**src/design/pimf_pkg.sv**
```systemverilog
// Package for the peripheral interrupt mask and factor flag bank.
// Assumes a 4-bit CPU data bus with a 16-bit I/O address, all on one clock.
package pimf_pkg;

   // Bus and bank shape
   localparam int PIMF_AW    = 16; // I/O address width
   localparam int PIMF_DW    = 4;  // Data nibble width
   localparam int PIMF_NFLAG = 9;  // Flag registers in the bank
   localparam int PIMF_NMASK = 4;  // Mask registers held here
   localparam int PIMF_NOUT  = 5;  // Flag registers masked from outside

   // Mask register offsets
   localparam logic [15:0] PIMF_OFS_SW_MASK  = 16'hffe7; // Stopwatch mask
   localparam logic [15:0] PIMF_OFS_S2_MASK  = 16'hffe8; // Serial 2 mask
   localparam logic [15:0] PIMF_OFS_DL_MASK  = 16'hffe9; // Dialer mask
   localparam logic [15:0] PIMF_OFS_FSK_MASK = 16'hffea; // FSK mask

   // Flag register offsets
   localparam logic [15:0] PIMF_OFS_PT_FLAG  = 16'hfff2; // Programmable timers
   localparam logic [15:0] PIMF_OFS_S1_FLAG  = 16'hfff3; // Serial 1
   localparam logic [15:0] PIMF_OFS_K0_FLAG  = 16'hfff4; // Key group 0
   localparam logic [15:0] PIMF_OFS_K1_FLAG  = 16'hfff5; // Key group 1
   localparam logic [15:0] PIMF_OFS_CT_FLAG  = 16'hfff6; // Clock timer
   localparam logic [15:0] PIMF_OFS_SW_FLAG  = 16'hfff7; // Stopwatch
   localparam logic [15:0] PIMF_OFS_S2_FLAG  = 16'hfff8; // Serial 2
   localparam logic [15:0] PIMF_OFS_DL_FLAG  = 16'hfff9; // Dialer
   localparam logic [15:0] PIMF_OFS_FSK_FLAG = 16'hfffa; // FSK demodulator

   // Implemented bits per flag register, index 0 is the timer flags
   localparam logic [PIMF_NFLAG-1:0][3:0] PIMF_FLAG_VALID = {
      4'h3,  // 8: FSK ring bit 1, carrier bit 0
      4'h1,  // 7: Dialer bit 0
      4'h7,  // 6: Serial 2 error 2, tx 1, rx 0
      4'h3,  // 5: Stopwatch 1 Hz bit 1, 10 Hz bit 0
      4'hf,  // 4: Clock timer 1, 2, 8, 32 Hz on bits 3..0
      4'h1,  // 3: Key group 1 bit 0
      4'h1,  // 2: Key group 0 bit 0
      4'h7,  // 1: Serial 1 error 2, tx 1, rx 0
      4'h3   // 0: Timer 1 bit 1, timer 0 bit 0
   };

   // Implemented bits per mask register, same layout as its flags
   localparam logic [PIMF_NMASK-1:0][3:0] PIMF_MASK_VALID = {
      4'h3,  // 3: FSK
      4'h1,  // 2: Dialer
      4'h7,  // 1: Serial 2
      4'h3   // 0: Stopwatch
   };

   // Reset value of every mask and flag nibble
   localparam logic [3:0] PIMF_RST_VAL = 4'h0;

   // One CPU access to I/O memory
   typedef struct packed {
      logic        rd;    // Read strobe, one cycle
      logic        wr;    // Write strobe, one cycle
      logic [15:0] addr;  // I/O address
      logic [3:0]  wdata; // Write nibble
   } pimf_bus_req_type;

endpackage
```
**src/design/pimf_bank.sv**
```systemverilog
// Interrupt mask and factor flag bank for the peripheral sources.
// Assumes peripherals and the CPU bus share this clock, events are
// one-cycle pulses, and outside masks come from flops on this clock.
//
// Contract
// - Stopwatch mask at ffe7, bits 1..0, reset 0
// - Serial 2 masks at ffe8, bits 2..0, reset 0
// - Dialer mask at ffe9 bit 0, reset 0
// - FSK masks at ffea, bits 1..0, reset 0
// - Timer flags fff2, write one clears
// - Serial 1 flags fff3, write one clears
// - Key group flags fff4, fff5 bit 0
// - Clock timer flags fff6, four bits, W1C
// - Stopwatch flags fff7, write one clears
// - Serial 2 flags fff8, write one clears
// - Dialer flag fff9 bit 0, W1C
// - FSK flags fffa, write one clears
// - Unused bits always read zero
// - All masks and flags zero after reset
`timescale 1ns/1ps

module pimf_bank #(
   parameter int NFLAG = pimf_pkg::PIMF_NFLAG, // Flag registers
   parameter int NMASK = pimf_pkg::PIMF_NMASK, // Local mask registers
   parameter int NOUT  = pimf_pkg::PIMF_NOUT   // Externally masked flags
) (
   input  wire logic                         clock,      // 125 MHz clock
   input  wire logic                         rst_b,      // Sync reset, low
   input  wire pimf_pkg::pimf_bus_req_type   bus,        // CPU access
   output logic [3:0]                        rdata,      // Read nibble
   output logic                              rvalid,     // Read was mapped
   input  wire logic [NFLAG-1:0][3:0]        peripheral_event, // Set pulses
   input  wire logic [NOUT-1:0][3:0]         outside_mask,     // Masks kept elsewhere
   output logic [NMASK-1:0][3:0]             mask_out,   // Local mask bits
   output logic                              irq_req     // Request to CPU
);

   // Storage
   logic [NFLAG-1:0][3:0] flag;       // Factor flags
   logic [NMASK-1:0][3:0] mask;       // Local mask bits
   logic [NFLAG-1:0][3:0] eff_mask;   // Mask seen by each flag register
   logic [NFLAG-1:0][3:0] clr_vec;    // Write-one-clear bits this cycle
   logic [NFLAG-1:0][3:0] set_vec;    // Implemented event bits this cycle
   logic [NFLAG-1:0][3:0] keep_vec;   // Flag bits not being cleared
   logic [NFLAG-1:0][3:0] next_flag;  // Next flag values
   logic [4:0]            fsel;       // Flag decode, bit 4 is the hit
   logic [4:0]            msel;       // Mask decode, bit 4 is the hit
   logic [3:0]            next_rdata; // Read mux result
   logic                  next_rvalid;// Read address was mapped
   logic [3:0]            rd_map;     // Implemented bits of last read

   // Decode a flag register address into a hit and an index
   function automatic logic [4:0] flag_sel(input logic [15:0] a);
      logic [4:0] s;
      s = 5'h00;
      if (a == pimf_pkg::PIMF_OFS_PT_FLAG) begin
         s = 5'h10;
      end else if (a == pimf_pkg::PIMF_OFS_S1_FLAG) begin
         s = 5'h11;
      end else if (a == pimf_pkg::PIMF_OFS_K0_FLAG) begin
         s = 5'h12;
      end else if (a == pimf_pkg::PIMF_OFS_K1_FLAG) begin
         s = 5'h13;
      end else if (a == pimf_pkg::PIMF_OFS_CT_FLAG) begin
         s = 5'h14;
      end else if (a == pimf_pkg::PIMF_OFS_SW_FLAG) begin
         s = 5'h15;
      end else if (a == pimf_pkg::PIMF_OFS_S2_FLAG) begin
         s = 5'h16;
      end else if (a == pimf_pkg::PIMF_OFS_DL_FLAG) begin
         s = 5'h17;
      end else if (a == pimf_pkg::PIMF_OFS_FSK_FLAG) begin
         s = 5'h18;
      end
      return s;
   endfunction

   // Decode a mask register address into a hit and an index
   function automatic logic [4:0] mask_sel(input logic [15:0] a);
      logic [4:0] s;
      s = 5'h00;
      if (a == pimf_pkg::PIMF_OFS_SW_MASK) begin
         s = 5'h10;
      end else if (a == pimf_pkg::PIMF_OFS_S2_MASK) begin
         s = 5'h11;
      end else if (a == pimf_pkg::PIMF_OFS_DL_MASK) begin
         s = 5'h12;
      end else if (a == pimf_pkg::PIMF_OFS_FSK_MASK) begin
         s = 5'h13;
      end
      return s;
   endfunction

   // Address decode, shared by read and write paths
   always_comb begin
      fsel = flag_sel(bus.addr);
      msel = mask_sel(bus.addr);
   end

   // Flag update: events set, a written one clears, set wins
   always_comb begin
      for (int i = 0; i < NFLAG; i++) begin
         // Only the addressed register sees the write
         if (bus.wr && fsel[4] && (fsel[3:0] == 4'(i))) begin
            clr_vec[i] = bus.wdata;
         end else begin
            clr_vec[i] = 4'h0;
         end
         // Unused positions never capture an event
         set_vec[i]   = peripheral_event[i] & pimf_pkg::PIMF_FLAG_VALID[i];
         keep_vec[i]  = flag[i] & ~clr_vec[i];
         // A pulse in the clearing cycle survives the clear
         next_flag[i] = keep_vec[i] | set_vec[i];
      end
   end

   // Flag registers
   always_ff @(posedge clock) begin
      if (!rst_b) begin
         for (int i = 0; i < NFLAG; i++) begin
            flag[i] <= pimf_pkg::PIMF_RST_VAL;
         end
      end else begin
         flag <= next_flag;
      end
   end

   // Local mask registers, plain read-write with unused bits dropped
   always_ff @(posedge clock) begin
      if (!rst_b) begin
         for (int j = 0; j < NMASK; j++) begin
            mask[j] <= pimf_pkg::PIMF_RST_VAL;
         end
      end else if (bus.wr && msel[4]) begin
         // Writing one enables, zero masks
         mask[msel[1:0]] <= bus.wdata & pimf_pkg::PIMF_MASK_VALID[msel[1:0]];
      end
   end

   // Mask seen by each flag: low ones from outside, high ones local
   always_comb begin
      for (int i = 0; i < NFLAG; i++) begin
         if (i < NOUT) begin
            eff_mask[i] = outside_mask[i];
         end else begin
            eff_mask[i] = mask[i - NOUT];
         end
      end
   end

   // Request is registered, so it trails the flag by one cycle
   always_ff @(posedge clock) begin
      if (!rst_b) begin
         irq_req <= 1'b0;
      end else begin
         irq_req <= |(flag & eff_mask);
      end
   end

   // Copy of the local masks for the core's interrupt logic
   always_ff @(posedge clock) begin
      if (!rst_b) begin
         mask_out <= '0;
      end else begin
         mask_out <= mask;
      end
   end

   // Read mux; unmapped addresses return zero with no valid
   always_comb begin
      next_rdata  = 4'h0;
      next_rvalid = 1'b0;
      if (fsel[4]) begin
         next_rdata  = flag[fsel[3:0]] & pimf_pkg::PIMF_FLAG_VALID[fsel[3:0]];
         next_rvalid = 1'b1;
      end else if (msel[4]) begin
         next_rdata  = mask[msel[1:0]] & pimf_pkg::PIMF_MASK_VALID[msel[1:0]];
         next_rvalid = 1'b1;
      end
   end

   // Read data is held until the next read, one cycle after the strobe
   always_ff @(posedge clock) begin
      if (!rst_b) begin
         rdata  <= 4'h0;
         rvalid <= 1'b0;
      end else if (bus.rd) begin
         rdata  <= next_rdata;
         rvalid <= next_rvalid;
      end else begin
         rvalid <= 1'b0;
      end
   end

   // Helper for checks: implemented bits of the last read
   always_ff @(posedge clock) begin
      if (!rst_b) begin
         rd_map <= 4'h0;
      end else if (bus.rd) begin
         if (fsel[4]) begin
            rd_map <= pimf_pkg::PIMF_FLAG_VALID[fsel[3:0]];
         end else if (msel[4]) begin
            rd_map <= pimf_pkg::PIMF_MASK_VALID[msel[1:0]];
         end else begin
            rd_map <= 4'h0;
         end
      end
   end

   // Checks on the mask registers. Each antecedent also asks for a sampled
   // high reset: disable iff reads the reset level of the current time step,
   // so at the edge where the flops take a synchronous reset it may already
   // see the released level and would otherwise compare against stale state.
   sw_mask_wr_a : assert property (@(posedge clock) disable iff (!rst_b)
      (rst_b && bus.wr && bus.addr == pimf_pkg::PIMF_OFS_SW_MASK)
      |=> mask[0] == ($past(bus.wdata) & pimf_pkg::PIMF_MASK_VALID[0]))
      else $error("Stopwatch mask write not stored");

   s2_mask_wr_a : assert property (@(posedge clock) disable iff (!rst_b)
      (rst_b && bus.wr && bus.addr == pimf_pkg::PIMF_OFS_S2_MASK)
      |=> mask[1] == ($past(bus.wdata) & pimf_pkg::PIMF_MASK_VALID[1]))
      else $error("Serial 2 mask write not stored");

   dl_mask_wr_a : assert property (@(posedge clock) disable iff (!rst_b)
      (rst_b && bus.wr && bus.addr == pimf_pkg::PIMF_OFS_DL_MASK)
      |=> mask[2] == ($past(bus.wdata) & pimf_pkg::PIMF_MASK_VALID[2]))
      else $error("Dialer mask write not stored");

   fsk_mask_wr_a : assert property (@(posedge clock) disable iff (!rst_b)
      (rst_b && bus.wr && bus.addr == pimf_pkg::PIMF_OFS_FSK_MASK)
      |=> mask[3] == ($past(bus.wdata) & pimf_pkg::PIMF_MASK_VALID[3]))
      else $error("FSK mask write not stored");

   // No write, no change: reads and released bus values leave the masks alone
   mask_hold_a : assert property (@(posedge clock) disable iff (!rst_b)
      (rst_b && !(bus.wr && msel[4])) |=> $stable(mask))
      else $error("Mask changed without a write");

   // Reserved mask positions are never stored
   for (genvar k = 0; k < NMASK; k++) begin : g_mask_chk
      mask_unused_a : assert property (@(posedge clock) disable iff (!rst_b)
         (mask[k] & ~pimf_pkg::PIMF_MASK_VALID[k]) == 4'h0)
         else $error("Unused mask bit set");
   end

   // The copy for the core trails the local masks by one cycle
   mask_out_a : assert property (@(posedge clock) disable iff (!rst_b)
      rst_b |=> (mask_out == $past(mask)))
      else $error("Mask copy out of step");

   // Checks on each flag register
   for (genvar g = 0; g < NFLAG; g++) begin : g_flag_chk
      flag_clear_a : assert property (@(posedge clock) disable iff (!rst_b)
         (rst_b && clr_vec[g] != 4'h0)
         |=> ((flag[g] & $past(clr_vec[g]) & ~$past(set_vec[g])) == 4'h0))
         else $error("Flag not cleared by write of one");

      flag_keep_a : assert property (@(posedge clock) disable iff (!rst_b)
         rst_b |=> ((flag[g] & $past(keep_vec[g])) == $past(keep_vec[g])))
         else $error("Flag lost without a write of one");

      set_wins_a : assert property (@(posedge clock) disable iff (!rst_b)
         (rst_b && set_vec[g] != 4'h0)
         |=> ((flag[g] & $past(set_vec[g])) == $past(set_vec[g])))
         else $error("Event lost");

      unused_zero_a : assert property (@(posedge clock) disable iff (!rst_b)
         (flag[g] & ~pimf_pkg::PIMF_FLAG_VALID[g]) == 4'h0)
         else $error("Unused flag bit set");
   end

   // Clears seen straight from the bus, so a broken clear vector or a
   // wrong decode shows here even though the loop above uses that vector
   ct_clear_a : assert property (@(posedge clock) disable iff (!rst_b)
      (rst_b && bus.wr && bus.addr == pimf_pkg::PIMF_OFS_CT_FLAG)
      |=> ((flag[4] & $past(bus.wdata & ~peripheral_event[4])) == 4'h0))
      else $error("Clock timer flag not cleared");

   dl_clear_a : assert property (@(posedge clock) disable iff (!rst_b)
      (rst_b && bus.wr && bus.addr == pimf_pkg::PIMF_OFS_DL_FLAG
       && bus.wdata[0] && !peripheral_event[7][0])
      |=> !flag[7][0])
      else $error("Dialer flag not cleared");

   // Key group flags both set when both groups pulse in the same cycle
   key_flag_a : assert property (@(posedge clock) disable iff (!rst_b)
      (rst_b && peripheral_event[2][0] && peripheral_event[3][0])
      |=> (flag[2][0] && flag[3][0]))
      else $error("Key group flag missed");

   fsk_flag_a : assert property (@(posedge clock) disable iff (!rst_b)
      (rst_b && peripheral_event[8][1] && !clr_vec[8][1]) ##1 (rst_b && clr_vec[8] == 4'h0)
      |=> flag[8][1])
      else $error("FSK ring flag not held");

   // Read path: no unused bit, mapped nibbles as stored, unmapped refused
   rd_unused_a : assert property (@(posedge clock) disable iff (!rst_b)
      $past(bus.rd) |-> ((rdata & ~rd_map) == 4'h0))
      else $error("Unused bit read as one");

   rd_flag_a : assert property (@(posedge clock) disable iff (!rst_b)
      (rst_b && bus.rd && fsel[4])
      |=> (rvalid && rdata == $past(flag[fsel[3:0]])))
      else $error("Flag read returned a wrong nibble");

   rd_mask_a : assert property (@(posedge clock) disable iff (!rst_b)
      (rst_b && bus.rd && msel[4])
      |=> (rvalid && rdata == $past(mask[msel[1:0]])))
      else $error("Mask read returned a wrong nibble");

   rd_unmapped_a : assert property (@(posedge clock) disable iff (!rst_b)
      (rst_b && bus.rd && !fsel[4] && !msel[4])
      |=> (!rvalid && rdata == 4'h0))
      else $error("Unmapped read answered");

   // The read nibble stands until the next read, valid for one cycle only
   rd_hold_a : assert property (@(posedge clock) disable iff (!rst_b)
      (rst_b && !bus.rd) |=> $stable(rdata))
      else $error("Read nibble changed without a read");

   rvalid_pulse_a : assert property (@(posedge clock) disable iff (!rst_b)
      (rst_b && !bus.rd) |=> !rvalid)
      else $error("Read valid without a read");

   // Reset clears everything on the following edge
   reset_clr_a : assert property (@(posedge clock)
      !rst_b |=> (flag == '0 && mask == '0 && mask_out == '0 && rdata == 4'h0
                  && !irq_req && !rvalid))
      else $error("State not cleared by reset");

   // Request follows enabled flags and drops once they clear; both the
   // local and the outside mask paths are watched
   irq_set_a : assert property (@(posedge clock) disable iff (!rst_b)
      (rst_b && (flag[5] & mask[0]) != 4'h0) |=> irq_req)
      else $error("Request missing for enabled flag");

   irq_outside_a : assert property (@(posedge clock) disable iff (!rst_b)
      (rst_b && (flag[0] & outside_mask[0]) != 4'h0) |=> irq_req)
      else $error("Request missing for outside mask");

   irq_drop_a : assert property (@(posedge clock) disable iff (!rst_b)
      ((flag & eff_mask) == '0) [*2] |-> !irq_req)
      else $error("Request without an enabled flag");

endmodule

```
**config.mk**
```make
export PLATFORM = sky130hd
export DESIGN_NAME = pimf_bank
export DESIGN_NICKNAME = d
export VERILOG_FILES = /design/src/design/pimf_pkg.sv /design/src/design/pimf_bank.sv
export SDC_FILE = /design/constraint.sdc
export NUM_CORES = 1
export LEC_CHECK = 0
export BUFFER_PORTS_ARGS = -buffer_cell sky130_fd_sc_hd__clkbuf_2
export CAP_MARGIN = 20
export CELL_PAD_IN_SITES_DETAIL_PLACEMENT = 2
export CELL_PAD_IN_SITES_GLOBAL_PLACEMENT = 2
export CORE_AREA = 2 2 132 83
export CTS_CLUSTER_DIAMETER = 50
export DETAILED_ROUTE_END_ITERATION = 6
export DIE_AREA = 0 0 134 85
export PLACE_DENSITY_LB_ADDON = 0.1
export SYNTH_ARGS = -nofsm -noshare
export SYNTH_HDL_FRONTEND = slang
export SYNTH_SLANG_ARGS = --single-unit
```
**constraint.sdc**
```tcl
create_clock -name clock -period 3.3 [get_ports clock]
set_input_delay 0.33 -clock clock [delete_from_list [all_inputs] [get_ports clock]]
set_output_delay 0.33 -clock clock [all_outputs]
set_load 0.05 [all_outputs]
```
# Word level (Yosys, flattened, before mapping)
# Memories as Yosys holds them, arrays and structs flattened.
# Index checks and enable logic that the tools add are counted.
# totals
ff_bits,74
latchBits,0
ram_bits,0
mem_bits_ro,64
in_bits,80
out_inout_bits,22
mem_count,1
# op_classes
add_sub_neg,0
mul,0
div,0
n_lt_le_gt_ge,3
n_eq_ne,21
n_shift,0
muxes,36
n_bitwise,31
n_reduce_logical,15
# mem_list
name,depth,width,read_ports,rd_clocked_by_memory_dff,write_ports,line_no,text
(name not given),16,4,1,0,0,pimf_bank.sv:201,rd_map <= pimf_pkg::PIMF_FLAG_VALID[fsel[3:0]];
# op_table
op,n
"equality test 16 bit, second input constant",13
two-way mux 5 bit,13
two-way mux 4 bit,16
AND 4 bit,12
AND 36 bit,1
NOT 4 bit,9
OR reduction 36 bit,1
binary-select mux 4 bit (select 2 bit),2
binary-select mux 4 bit (select 4 bit),1
bitwise mux 16 bit,1
"equality test 4 x 3 -> 1 bit, second input constant",4
logical AND 1 bit,12
bitwise OR 4 x 1 -> 4 bit,3
bitwise OR 4 x 2 -> 4 bit,3
demux 4 bit (select 2 bit),1
"equality test 4 x 2 -> 1 bit, second input constant",2
bitwise OR 4 x 3 -> 4 bit,2
"less-than comparator 4 x 5 -> 1 bit, second input constant",1
"equality test 4 x 1 -> 1 bit, second input constant",1
"equality test 4 bit, second input constant",1
logical NOT 4 bit,1
bitwise OR 4 bit,1
"less-than comparator 2 x 3 -> 1 bit, second input constant",1
">= comparator 2 x 1 -> 1 bit, second input constant",1
other kinds (2),3

# Longest topological paths before layout
# Gate-level depths: netlist of the first run.
# logic_depth
depth_word,16
mapped_depth,7
ltp_nobuf,6

# Worst setup path before layout of the first run
# OpenSTA, ideal clock, no wires.
# synth_path
path_kind,input to register
start,input port bus[17] (netlist bit)
end,register flag[1] (netlist bit)
arrival_time_ns,1.512
required_time_ns,3.185
setup_slack_ns,1.673
cell_stages,7
n_path_buf,1
cell_sequence,and4_4 and4_1 buf_4 and2_4 nor4b_4 a21boi_1 o21a_1
# synth_via
elab_chain_len,16
elab_cells_between_ends,25
classes_between,9 x eq/ne; 10 x mux; 3 x bitwise; 3 x reduce/logical
# synth_rtl
element,line_no,text
"start, declared",pimf_bank.sv:29,"input wire pimf_pkg::pimf_bus_req_type bus,"
equality test 16 bit,pimf_bank.sv:72,end else if (a == pimf_pkg::PIMF_OFS_FSK_FLAG) begin
two-way mux 5 bit,pimf_bank.sv:72,
two-way mux 5 bit,pimf_bank.sv:70,end else if (a == pimf_pkg::PIMF_OFS_DL_FLAG) begin
two-way mux 5 bit,pimf_bank.sv:68,end else if (a == pimf_pkg::PIMF_OFS_S2_FLAG) begin
two-way mux 5 bit,pimf_bank.sv:66,end else if (a == pimf_pkg::PIMF_OFS_SW_FLAG) begin
two-way mux 5 bit,pimf_bank.sv:64,end else if (a == pimf_pkg::PIMF_OFS_CT_FLAG) begin
two-way mux 5 bit,pimf_bank.sv:62,end else if (a == pimf_pkg::PIMF_OFS_K1_FLAG) begin
two-way mux 5 bit,pimf_bank.sv:60,end else if (a == pimf_pkg::PIMF_OFS_K0_FLAG) begin
two-way mux 5 bit,pimf_bank.sv:58,end else if (a == pimf_pkg::PIMF_OFS_S1_FLAG) begin
two-way mux 5 bit (*),pimf_bank.sv:56,if (a == pimf_pkg::PIMF_OFS_PT_FLAG) begin
logical NOT 4 bit / logical AND 1 bit (equally long branches),pimf_bank.sv:104,if (bus.wr && fsel[4] && (fsel[3:0] == 4'(i))) begin
logical AND 1 bit (*),pimf_bank.sv:104,
two-way mux 4 bit (*),pimf_bank.sv:104,
NOT 4 bit (*),pimf_bank.sv:111,keep_vec[i] = flag[i] & ~clr_vec[i];
AND 4 bit (*),pimf_bank.sv:111,
bitwise OR 4 x 2 -> 4 bit (*),pimf_bank.sv:113,next_flag[i] = keep_vec[i] | set_vec[i];
"end signal, assigned by index",pimf_bank.sv:121,flag[i] <= pimf_pkg::PIMF_RST_VAL;
"end signal, assigned",pimf_bank.sv:124,flag <= next_flag;
"end, declared",pimf_bank.sv:39,logic [NFLAG-1:0][3:0] flag;
# Every way passes the cells marked *; elsewhere a longest branch is shown, timed or not.
# A chain may end at the register's enable or synchronous reset.

# Worst setup path after layout of the first run
# layout_path
start,input port bus[5] (netlist bit)
end,register rdata[1]
# layout_via
elab_chain_len,14
elab_cells_between_ends,38
classes_between,13 x eq/ne; 22 x mux; 2 x bitwise; 1 x memory
# layout_rtl
element,line_no,text
equality test 16 bit,pimf_bank.sv:72,
two-way mux 5 bit,pimf_bank.sv:72,
two-way mux 5 bit,pimf_bank.sv:70,
two-way mux 5 bit,pimf_bank.sv:68,
two-way mux 5 bit,pimf_bank.sv:66,
two-way mux 5 bit,pimf_bank.sv:64,
two-way mux 5 bit,pimf_bank.sv:62,
two-way mux 5 bit,pimf_bank.sv:60,
two-way mux 5 bit,pimf_bank.sv:58,
two-way mux 5 bit,pimf_bank.sv:56,
memory (16 x 4 bit) / binary-select mux 4 bit (select 4 bit) (equally long branches),--,
two-way mux 4 bit (on tied branches),--,
AND 4 bit,pimf_bank.sv:174,next_rdata = flag[fsel[3:0]] & pimf_pkg::PIMF_FLAG_VALID[fsel[3:0]];
two-way mux 4 bit (*),pimf_bank.sv:173,if (fsel[4]) begin
"end signal, assigned",pimf_bank.sv:188,rdata <= next_rdata;
"end, declared",pimf_bank.sv:30,"output logic [3:0] rdata,"
# Every way passes the cells marked *; elsewhere a longest branch is shown, timed or not. The select of a mux whose other input is x is not followed.

==> results.tsv, run 1 <==
stage	metric	value	unit
power	fraction of power spent switching nets	25.7	%
hold_path	Hold Path Class	in -> reg	
synthesis	Synth cell types	62	
power	Pint	1.50	mW
sta	Final TNS setup	0	ns
synthesis	Mean Syn Cell Area	8.87	sq um
cells_and_area	FF/Latch Area	1240	sq um
sta	# setup viols final	0	
cells_and_area	fin util	37.9	%
cells_and_area	# nets final	499	
power	Comb pwr share	10.1	%
synthesis	post-synth top area share	40.2	%
setup_path	Crit. End Element	register	
synthesis	Synth Instances	348	
clock_tree	later-pin clock latency in the skew report	0.34	ns
die	die width	134	um
sta	final hold vios	0	
global_route	GR Overflow Total	0	
synthesis	top cells by count, synth	dfxtp_1, nand2_1, a21oi_1	
place	GPL Wtd Cong	0.868	
setup_path	Critical Path AT	2.21	ns
power	Clk pwr share	51.0	%
drt	Post-DRT Antenna Nets	0	
cells_and_area	footprint of the multi-input gates	1670	sq um
synthesis	synth top area cells	dfxtp_1, a21oi_1, nand2_1, mux2i_1, and2_1	
cells_and_area	share of post-route cells with drive strength above 1	26.9	%
sta	Clock Skew	0.0122	ns
clock_tree	setup repair bufs after CTS	0	
synthesis	top-count cell post-synth	dfxtp_1	
drt	Post-Route WL	12.1	mm
place	Port Buf Inserts	80	
setup_path	critical path class	in -> reg	
setup_path	CP Max Fanout	25	
setup_path	startpoint class of the critical path	input pin	
drt	drt pass-1 iters	4	
power	Static Leakage	1.63	nW
drt	WL/cell	21.5	um
global_route	Total GRT Usage	22.2	%
sta	Final Cycle Share	60.6	%
synthesis	Seq cells post-synth	62	
cells_and_area	Diodes inserted	0	
cells_and_area	filler cell count	1159	
job	total of max-cap violations	0	
drt	DRC viols	0	
sta	unrepaired setup endpoints after global routing	false	
clock_tree	clk sinks	62	
global_route	largest net degree at the start of global routing	36	
status	status	complete, no violations	
synthesis	dominant cell type by area after synthesis	dfxtp_1	
clock_tree	CTS root buf	clkbuf_16	
synthesis	Async S/R FF share, synth	0	%
power	PD cells	523	nW/um^2
sta	final slew viol count	0	
synthesis	sequential fraction of the synthesis area	40.2	%
drt	via count	2973	
clock_tree	post_cts resized	0	
clock_tree	clk buf depth	2	
clock_tree	post-cts hold buffer count	0	
sta	max_slew headroom	59.9	%
drt	Iteration-0 DRC Markers	168	
power	sequential share of power	38.9	%
die	num rows	29	
setup_path	Critical Path RT	3.50	ns
power	VDD IR max	0.221	mV
die	IO Count	102	
clock_tree	H-tree levels	3	
global_route	number of global-route vias before repair	3093	
synthesis	Main synth FF type	dfxtp_1	
sta	Peak Freq	0.500	GHz
synthesis	synth warn	0	
die	Core Box Area	10200	sq um
die	die area	11400	sq um
clock_tree	CTS Buf Count	9	
synthesis	Post-Syn Area	3090	sq um
drt	routed vias/inst	5.28	
cells_and_area	area delta synth->final	25.3	%
clock_tree	CTS clk-pin slew, worst paths	0.06	ns
global_route	number of antenna violations at the first check in global routing	0	
synthesis	Post-synth EDFFs	0	
place	hpwl dp	9.26	mm
die	Initial Util	30.3	%
clock_tree	CTS tree	done	
power	NetSw	0.519	mW
global_route	first-pass GRT wire length	18.7	mm
sta	Worst Max-Slew Pin Slew	0.586	ns
die	Die Y	85	um
sta	crit path time final	2.00	ns
## area by class of cell
cell class / instances / share of cell area [%]
Clock inverter: 7 / 2.49
Clock buffer: 9 / 5.82
Sequential cell: 62 / 32.1
Inverter: 13 / 1.26
Multi-Input combinational cell: 252 / 43.3
Tap cell: 139 / 4.50
Timing Repair Buffer: 81 / 10.5
## state kept, by name, indices dropped and copies added (netlist names)
| register | count |
|---|---|
| flag | 32 |
| rvalid | 1 |
| eff_mask | 12 |
| mask_out | 12 |
| rdata | 4 |
| irq_req | 1 |
## per-layer routing
metal	up-vias	wire [um]	track usage, %
li1	1409	-	-
met1	1474	6420	33.9
met2	84	5030	31.5
met3	6	598	4.96
met4	0	56	4.93
met5	-	0	0
## power by group through the flow
| stage | sequential (mW) | combinational [mW] | clock [mW] |
|---|---|---|---|
| 2_1_floorplan | 0.801 | 0.119 | 0 |
| 3_3_place_gp | 0.803 | 0.196 | 0 |
| 3_5_place_dp | 0.803 | 0.202 | 0 |
| 4_1_cts | 0.787 | 0.203 | 1.05 |
| 5_1_grt | 0.790 | 0.223 | 1.09 |
| 6_report | 0.788 | 0.204 | 1.03 |
## through the flow
stage                     worst slack, ns  total power [mW]  cells  hold slack [ns]  area [sq um]
after floorplan                      1.67             0.920    351            0.412          3100
after global placement               1.01             0.999    547            0.426          3550
after detailed placement            0.985              1.00    547            0.432          3550
after CTS                            1.33              2.04    563            0.193          3870
after global routing                 1.15              2.10    563            0.203          3870
final                                1.30              2.02    563            0.198          3870
## cells by family after synthesis
| family | after synthesis | synth area share [%] |
|---|---|---|
| AND/OR/NAND/NOR | 123 | 24.6 |
| AO/OA/AOI/OAI | 109 | 24.0 |
| flip-flops | 62 | 40.2 |
| buffers and inverters | 37 | 5.88 |
| multiplexers | 13 | 4.30 |
| XOR/XNOR | 3 | 0.852 |
| other | 1 | 0.122 |
## path summary, 6_finish.rpt
check | depth (start not counted) | from | endpoint | slack [ns]
worst max-delay path | 7 | bus[5] | rdata[1] | 1.30
worst min register to register | 2 | flag[11] | flag[11] | 0.44
worst max register to register | 6 | flag[24] | rdata[0] | 1.73
worst min-delay path | 2 | peripheral_event[19] | flag[19] | 0.20
## critical path, stage by stage
cell,delay (ns)
clkbuf_2,0.46
nor2b_1,0.36
o2bb2ai_2,0.18
nand2_1,0.16
a221oi_1,0.36
o32a_1,0.27
o31ai_2,0.08
## cells in the final DEF, fill, tap and decap left out, types with 3 or more instances in the layout
master and n:
a21boi_0 3, nor2_1 14, and2_1 14, a22o_1 4, a31oi_1 13, mux2i_1 11
a221oi_1 6, nand3_1 6, a21boi_1 5, clkbuf_2 80, nor4_1 4, o21a_1 10
dfxtp_1 62, a21oi_1 24, clkbuf_16 9, o21ai_0 17, conb_1 4, nand2_1 30
nor2b_1 14, nor3_2 3, nand3b_1 3, inv_1 13, nand4_1 7, nor3_1 4
nand2b_1 6, a22oi_1 9
Power figures use the tool's default switching activity.
==> inputs of run 2 (changes only) <==
--- a/config.mk
+++ b/config.mk
@@ -5,14 +5,15 @@
 export SDC_FILE = /design/constraint.sdc
 export NUM_CORES = 1
 export LEC_CHECK = 0
+export ABC_AREA = 1
 export BUFFER_PORTS_ARGS = -buffer_cell sky130_fd_sc_hd__clkbuf_2
 export CAP_MARGIN = 20
 export CELL_PAD_IN_SITES_DETAIL_PLACEMENT = 2
 export CELL_PAD_IN_SITES_GLOBAL_PLACEMENT = 2
-export CORE_AREA = 2 2 132 83
+export CORE_AREA = 2 2 146 91
 export CTS_CLUSTER_DIAMETER = 50
 export DETAILED_ROUTE_END_ITERATION = 6
-export DIE_AREA = 0 0 134 85
+export DIE_AREA = 0 0 148 93
 export PLACE_DENSITY_LB_ADDON = 0.1
 export SYNTH_ARGS = -nofsm -noshare
 export SYNTH_HDL_FRONTEND = slang
==> constraint.sdc (replaced) <==
create_clock -name clock -period 1.9 [get_ports clock]
set_input_delay 0.19 -clock clock [delete_from_list [all_inputs] [get_ports clock]]
set_output_delay 0.19 -clock clock [all_outputs]
set_load 0.05 [all_outputs]
==> results.tsv, run 2 <==
stage	metric	value	unit
synthesis	Main synth FF type	dfxtp_1	
drt	Iteration-0 DRC Markers	125	
clock_tree	CTS Buf Count	9	
power	Comb pwr share	9.0	%
sta	Clock Skew	0.00595	ns
setup_path	CP most frequent cell	nand2_1	
synthesis	synth top area cells	dfxtp_1, nand2_1, inv_1, a21oi_1, nand4_1	
global_route	largest net degree at the start of global routing	21	
synthesis	post-synthesis simple-gate area fraction	33.9	%
setup_path	startpoint class of the critical path	input pin	
setup_path	critical-path cell list	clkbuf_2, inv_1, nor2_1, nand2_1, o21ai_0, nand2_1, nand3_2, nand3_1, inv_1, nand2_1, o21ai_0, a21oi_1	
drt	routed vias/inst	4.75	
sta	Final Cycle Share	89.4	%
power	PD cells	780	nW/um^2
clock_tree	later-pin clock latency in the skew report	0.33	ns
die	num rows	32	
drt	met2 routed WL	5.74	mm
synthesis	Seq cells post-synth	62	
job	total of max-cap violations	0	
global_route	number of global-route vias before repair	3824	
die	Core Box Area	12500	sq um
power	Static Leakage	2.15	nW
die	die area	13800	sq um
drt	met3 wire length	630	um
synthesis	synth warn	0	
die	Initial Util	25.5	%
power	VDD IR max	0.297	mV
synthesis	Mean Syn Cell Area	6.56	sq um
sta	final slew viol count	0	
drt	Top Layer Used	met4	
cells_and_area	share of post-route cells with drive strength above 1	25.3	%
setup_path	Critical Path AT	1.91	ns
cells_and_area	filler cell count	1534	
setup_path	Critical Path RT	2.11	ns
synthesis	Post-Syn Area	3180	sq um
sta	# setup viols final	0	
clock_tree	CTS tree	done	
place	hpwl dp	11.1	mm
synthesis	post-synthesis compound-gate area fraction	15.8	%
cells_and_area	area delta synth->final	33.2	%
drt	WL/cell	17.7	um
synthesis	Synth cell types	37	
die	die width	148	um
synthesis	post-synth top area share	39.0	%
clock_tree	clk sinks	62	
sta	final hold vios	0	
synthesis	Post-synth EDFFs	0	
setup_path	crit-path max cell delay	0.21	ns
power	Clk pwr share	49.5	%
synthesis	multiplexer share of the synthesized area	0	%
setup_path	critical path class	in -> reg	
clock_tree	post_cts resized	0	
place	Port Buf Inserts	80	
die	IO Count	102	
cells_and_area	most frequent cells in the layout	nand2_1, clkbuf_2, inv_1, dfxtp_1, a21oi_1	
global_route	GR Overflow Total	0	
global_route	number of antenna violations at the first check in global routing	0	
setup_path	Crit. End Element	register	
die	Die Y	93	um
synthesis	top-count cell post-synth	nand2_1	
sta	Peak Freq	0.589	GHz
cells_and_area	Largest register FFs	32	
place	GPL Wtd Cong	0.857	
drt	DRC viols	0	
synthesis	sequential fraction of the synthesis area	39.0	%
synthesis	main combinational cell family by area after synthesis	simple AND/OR/NAND/NOR gates	
clock_tree	CTS root buf	clkbuf_16	
place	DP Area	3940	sq um
drt	drt pass-1 iters	4	
global_route	first-pass GRT wire length	21.6	mm
sta	crit path time final	1.70	ns
synthesis	Async S/R FF share, synth	0	%
status	status	complete, no violations	
synthesis	top cells by count, synth	nand2_1, inv_1, dfxtp_1	
power	Pint	2.45	mW
synthesis	dominant cell type by area after synthesis	dfxtp_1	
synthesis	Post-Synth XOR/XNOR Area	0	%
cells_and_area	commonest non-fill, non-tap cell in the layout	nand2_1	
clock_tree	clk buf depth	2	
synthesis	Synth Instances	485	
drt	Post-DRT Antenna Nets	0	
clock_tree	setup repair bufs after CTS	0	
cells_and_area	final instance area	4240	sq um
setup_path	CP Max Fanout	5	
clock_tree	post-cts hold buffer count	0	
hold_path	Hold Path Class	in -> reg	
sta	final worst-path setup slack	0.202	ns
drt	Post-Route WL	13.6	mm
power	NetSw	0.855	mW
setup_path	CP max stage cell	o21ai_0	
clock_tree	H-tree levels	3	
setup_path	flop2flop setup slack	0.65	ns
power	sequential share of power	41.5	%
clock_tree	CTS clk-pin slew, worst paths	0.06	ns
drt	Post-Route M1 WL	7.11	mm
synthesis	area share of fa/ha/maj cells after synthesis	0	%
power	fraction of power spent switching nets	25.8	%
power	Overall Power	3.31	mW
global_route	Total GRT Usage	20.7	%
place	Placement Setup Slack	-0.0974	ns
cells_and_area	# nets final	672	
cells_and_area	Biggest register	flag	
drt	via count	3645	
-- run 2: changes by cell type after synthesis, sizes merged, moves of 10 or more --
cell,previous run,this run
and2,15,0
nor2,14,38
a21oi,24,43
mux2i,11,0
nor2b,14,0
o21a,10,0
nand2,30,156
inv,13,71
a31oi,13,1
nand3,6,17
o21ai,18,32
nand4,8,21
-- run 2: logic make-up (layout without fill, tap and decap cells) --
group | Yosys count | count (layout)
buf+inv | 88 | 197
compound gates | 91 | 91
flops | 62 | 62
other cells | 1 | 5
simple gates | 243 | 243
-- run 2: routing by layer --
layer  global-route usage, %  vias to the layer above
met5                       0                        -
met4                    4.29                        0
met3                    3.17                        9
met2                    31.8                       68
met1                    30.6                     1789
li1                        -                     1779
-- run 2: final cells by class --
cell class	instances	area [sq um]	area share (%)
Multi-Input combinational cell	338	1610	37.9
Antenna cell	1	2.50	0.0590
Clock inverter	6	61.3	1.45
Inverter	73	274	6.47
Clock buffer	10	229	5.40
Timing Repair Buffer	108	611	14.4
Sequential cell	62	1240	29.3
Tap cell	170	213	5.02
-- run 2: worst paths after layout --
path	from	end	cells past startpoint
min reg2reg	flag[11]	flag[11]	2
min	peripheral_event[33]	flag[33]	3
max reg2reg	flag[24]	irq_req	4
max	bus[7]	flag[17]	12
-- run 2: worst max-delay path: cells and delay by family --
family,cells,cell delay (ns)
AOI/OAI and AO/OA,3,0.46
and+or+nand+nor,6,0.92
buffers and inverters,3,0.34
-- run 2: power by group through the flow --
stage / Combinational [mW] / Clock (mW) / Sequential [mW]
2_1_floorplan: 0.140 / 0 / 1.39
3_3_place_gp: 0.287 / 0 / 1.40
3_5_place_dp: 0.298 / 0 / 1.40
4_1_cts: 0.300 / 1.67 / 1.37
5_1_grt: 0.332 / 1.72 / 1.37
6_report: 0.298 / 1.64 / 1.37
-- run 2: through the flow --
stage | TNS [ns] | hold slack, ns | utilization [%] | cells
2_1_floorplan | 0 | 0.281 | - | 488
3_3_place_gp | -0.0331 | 0.395 | 31.5 | 751
3_5_place_dp | -0.985 | 0.422 | 31.5 | 751
4_1_cts | 0 | 0.0769 | 33.8 | 767
5_1_grt | -0.00205 | 0.0958 | 33.9 | 767
6_report | 0 | 0.0808 | 33.9 | 768
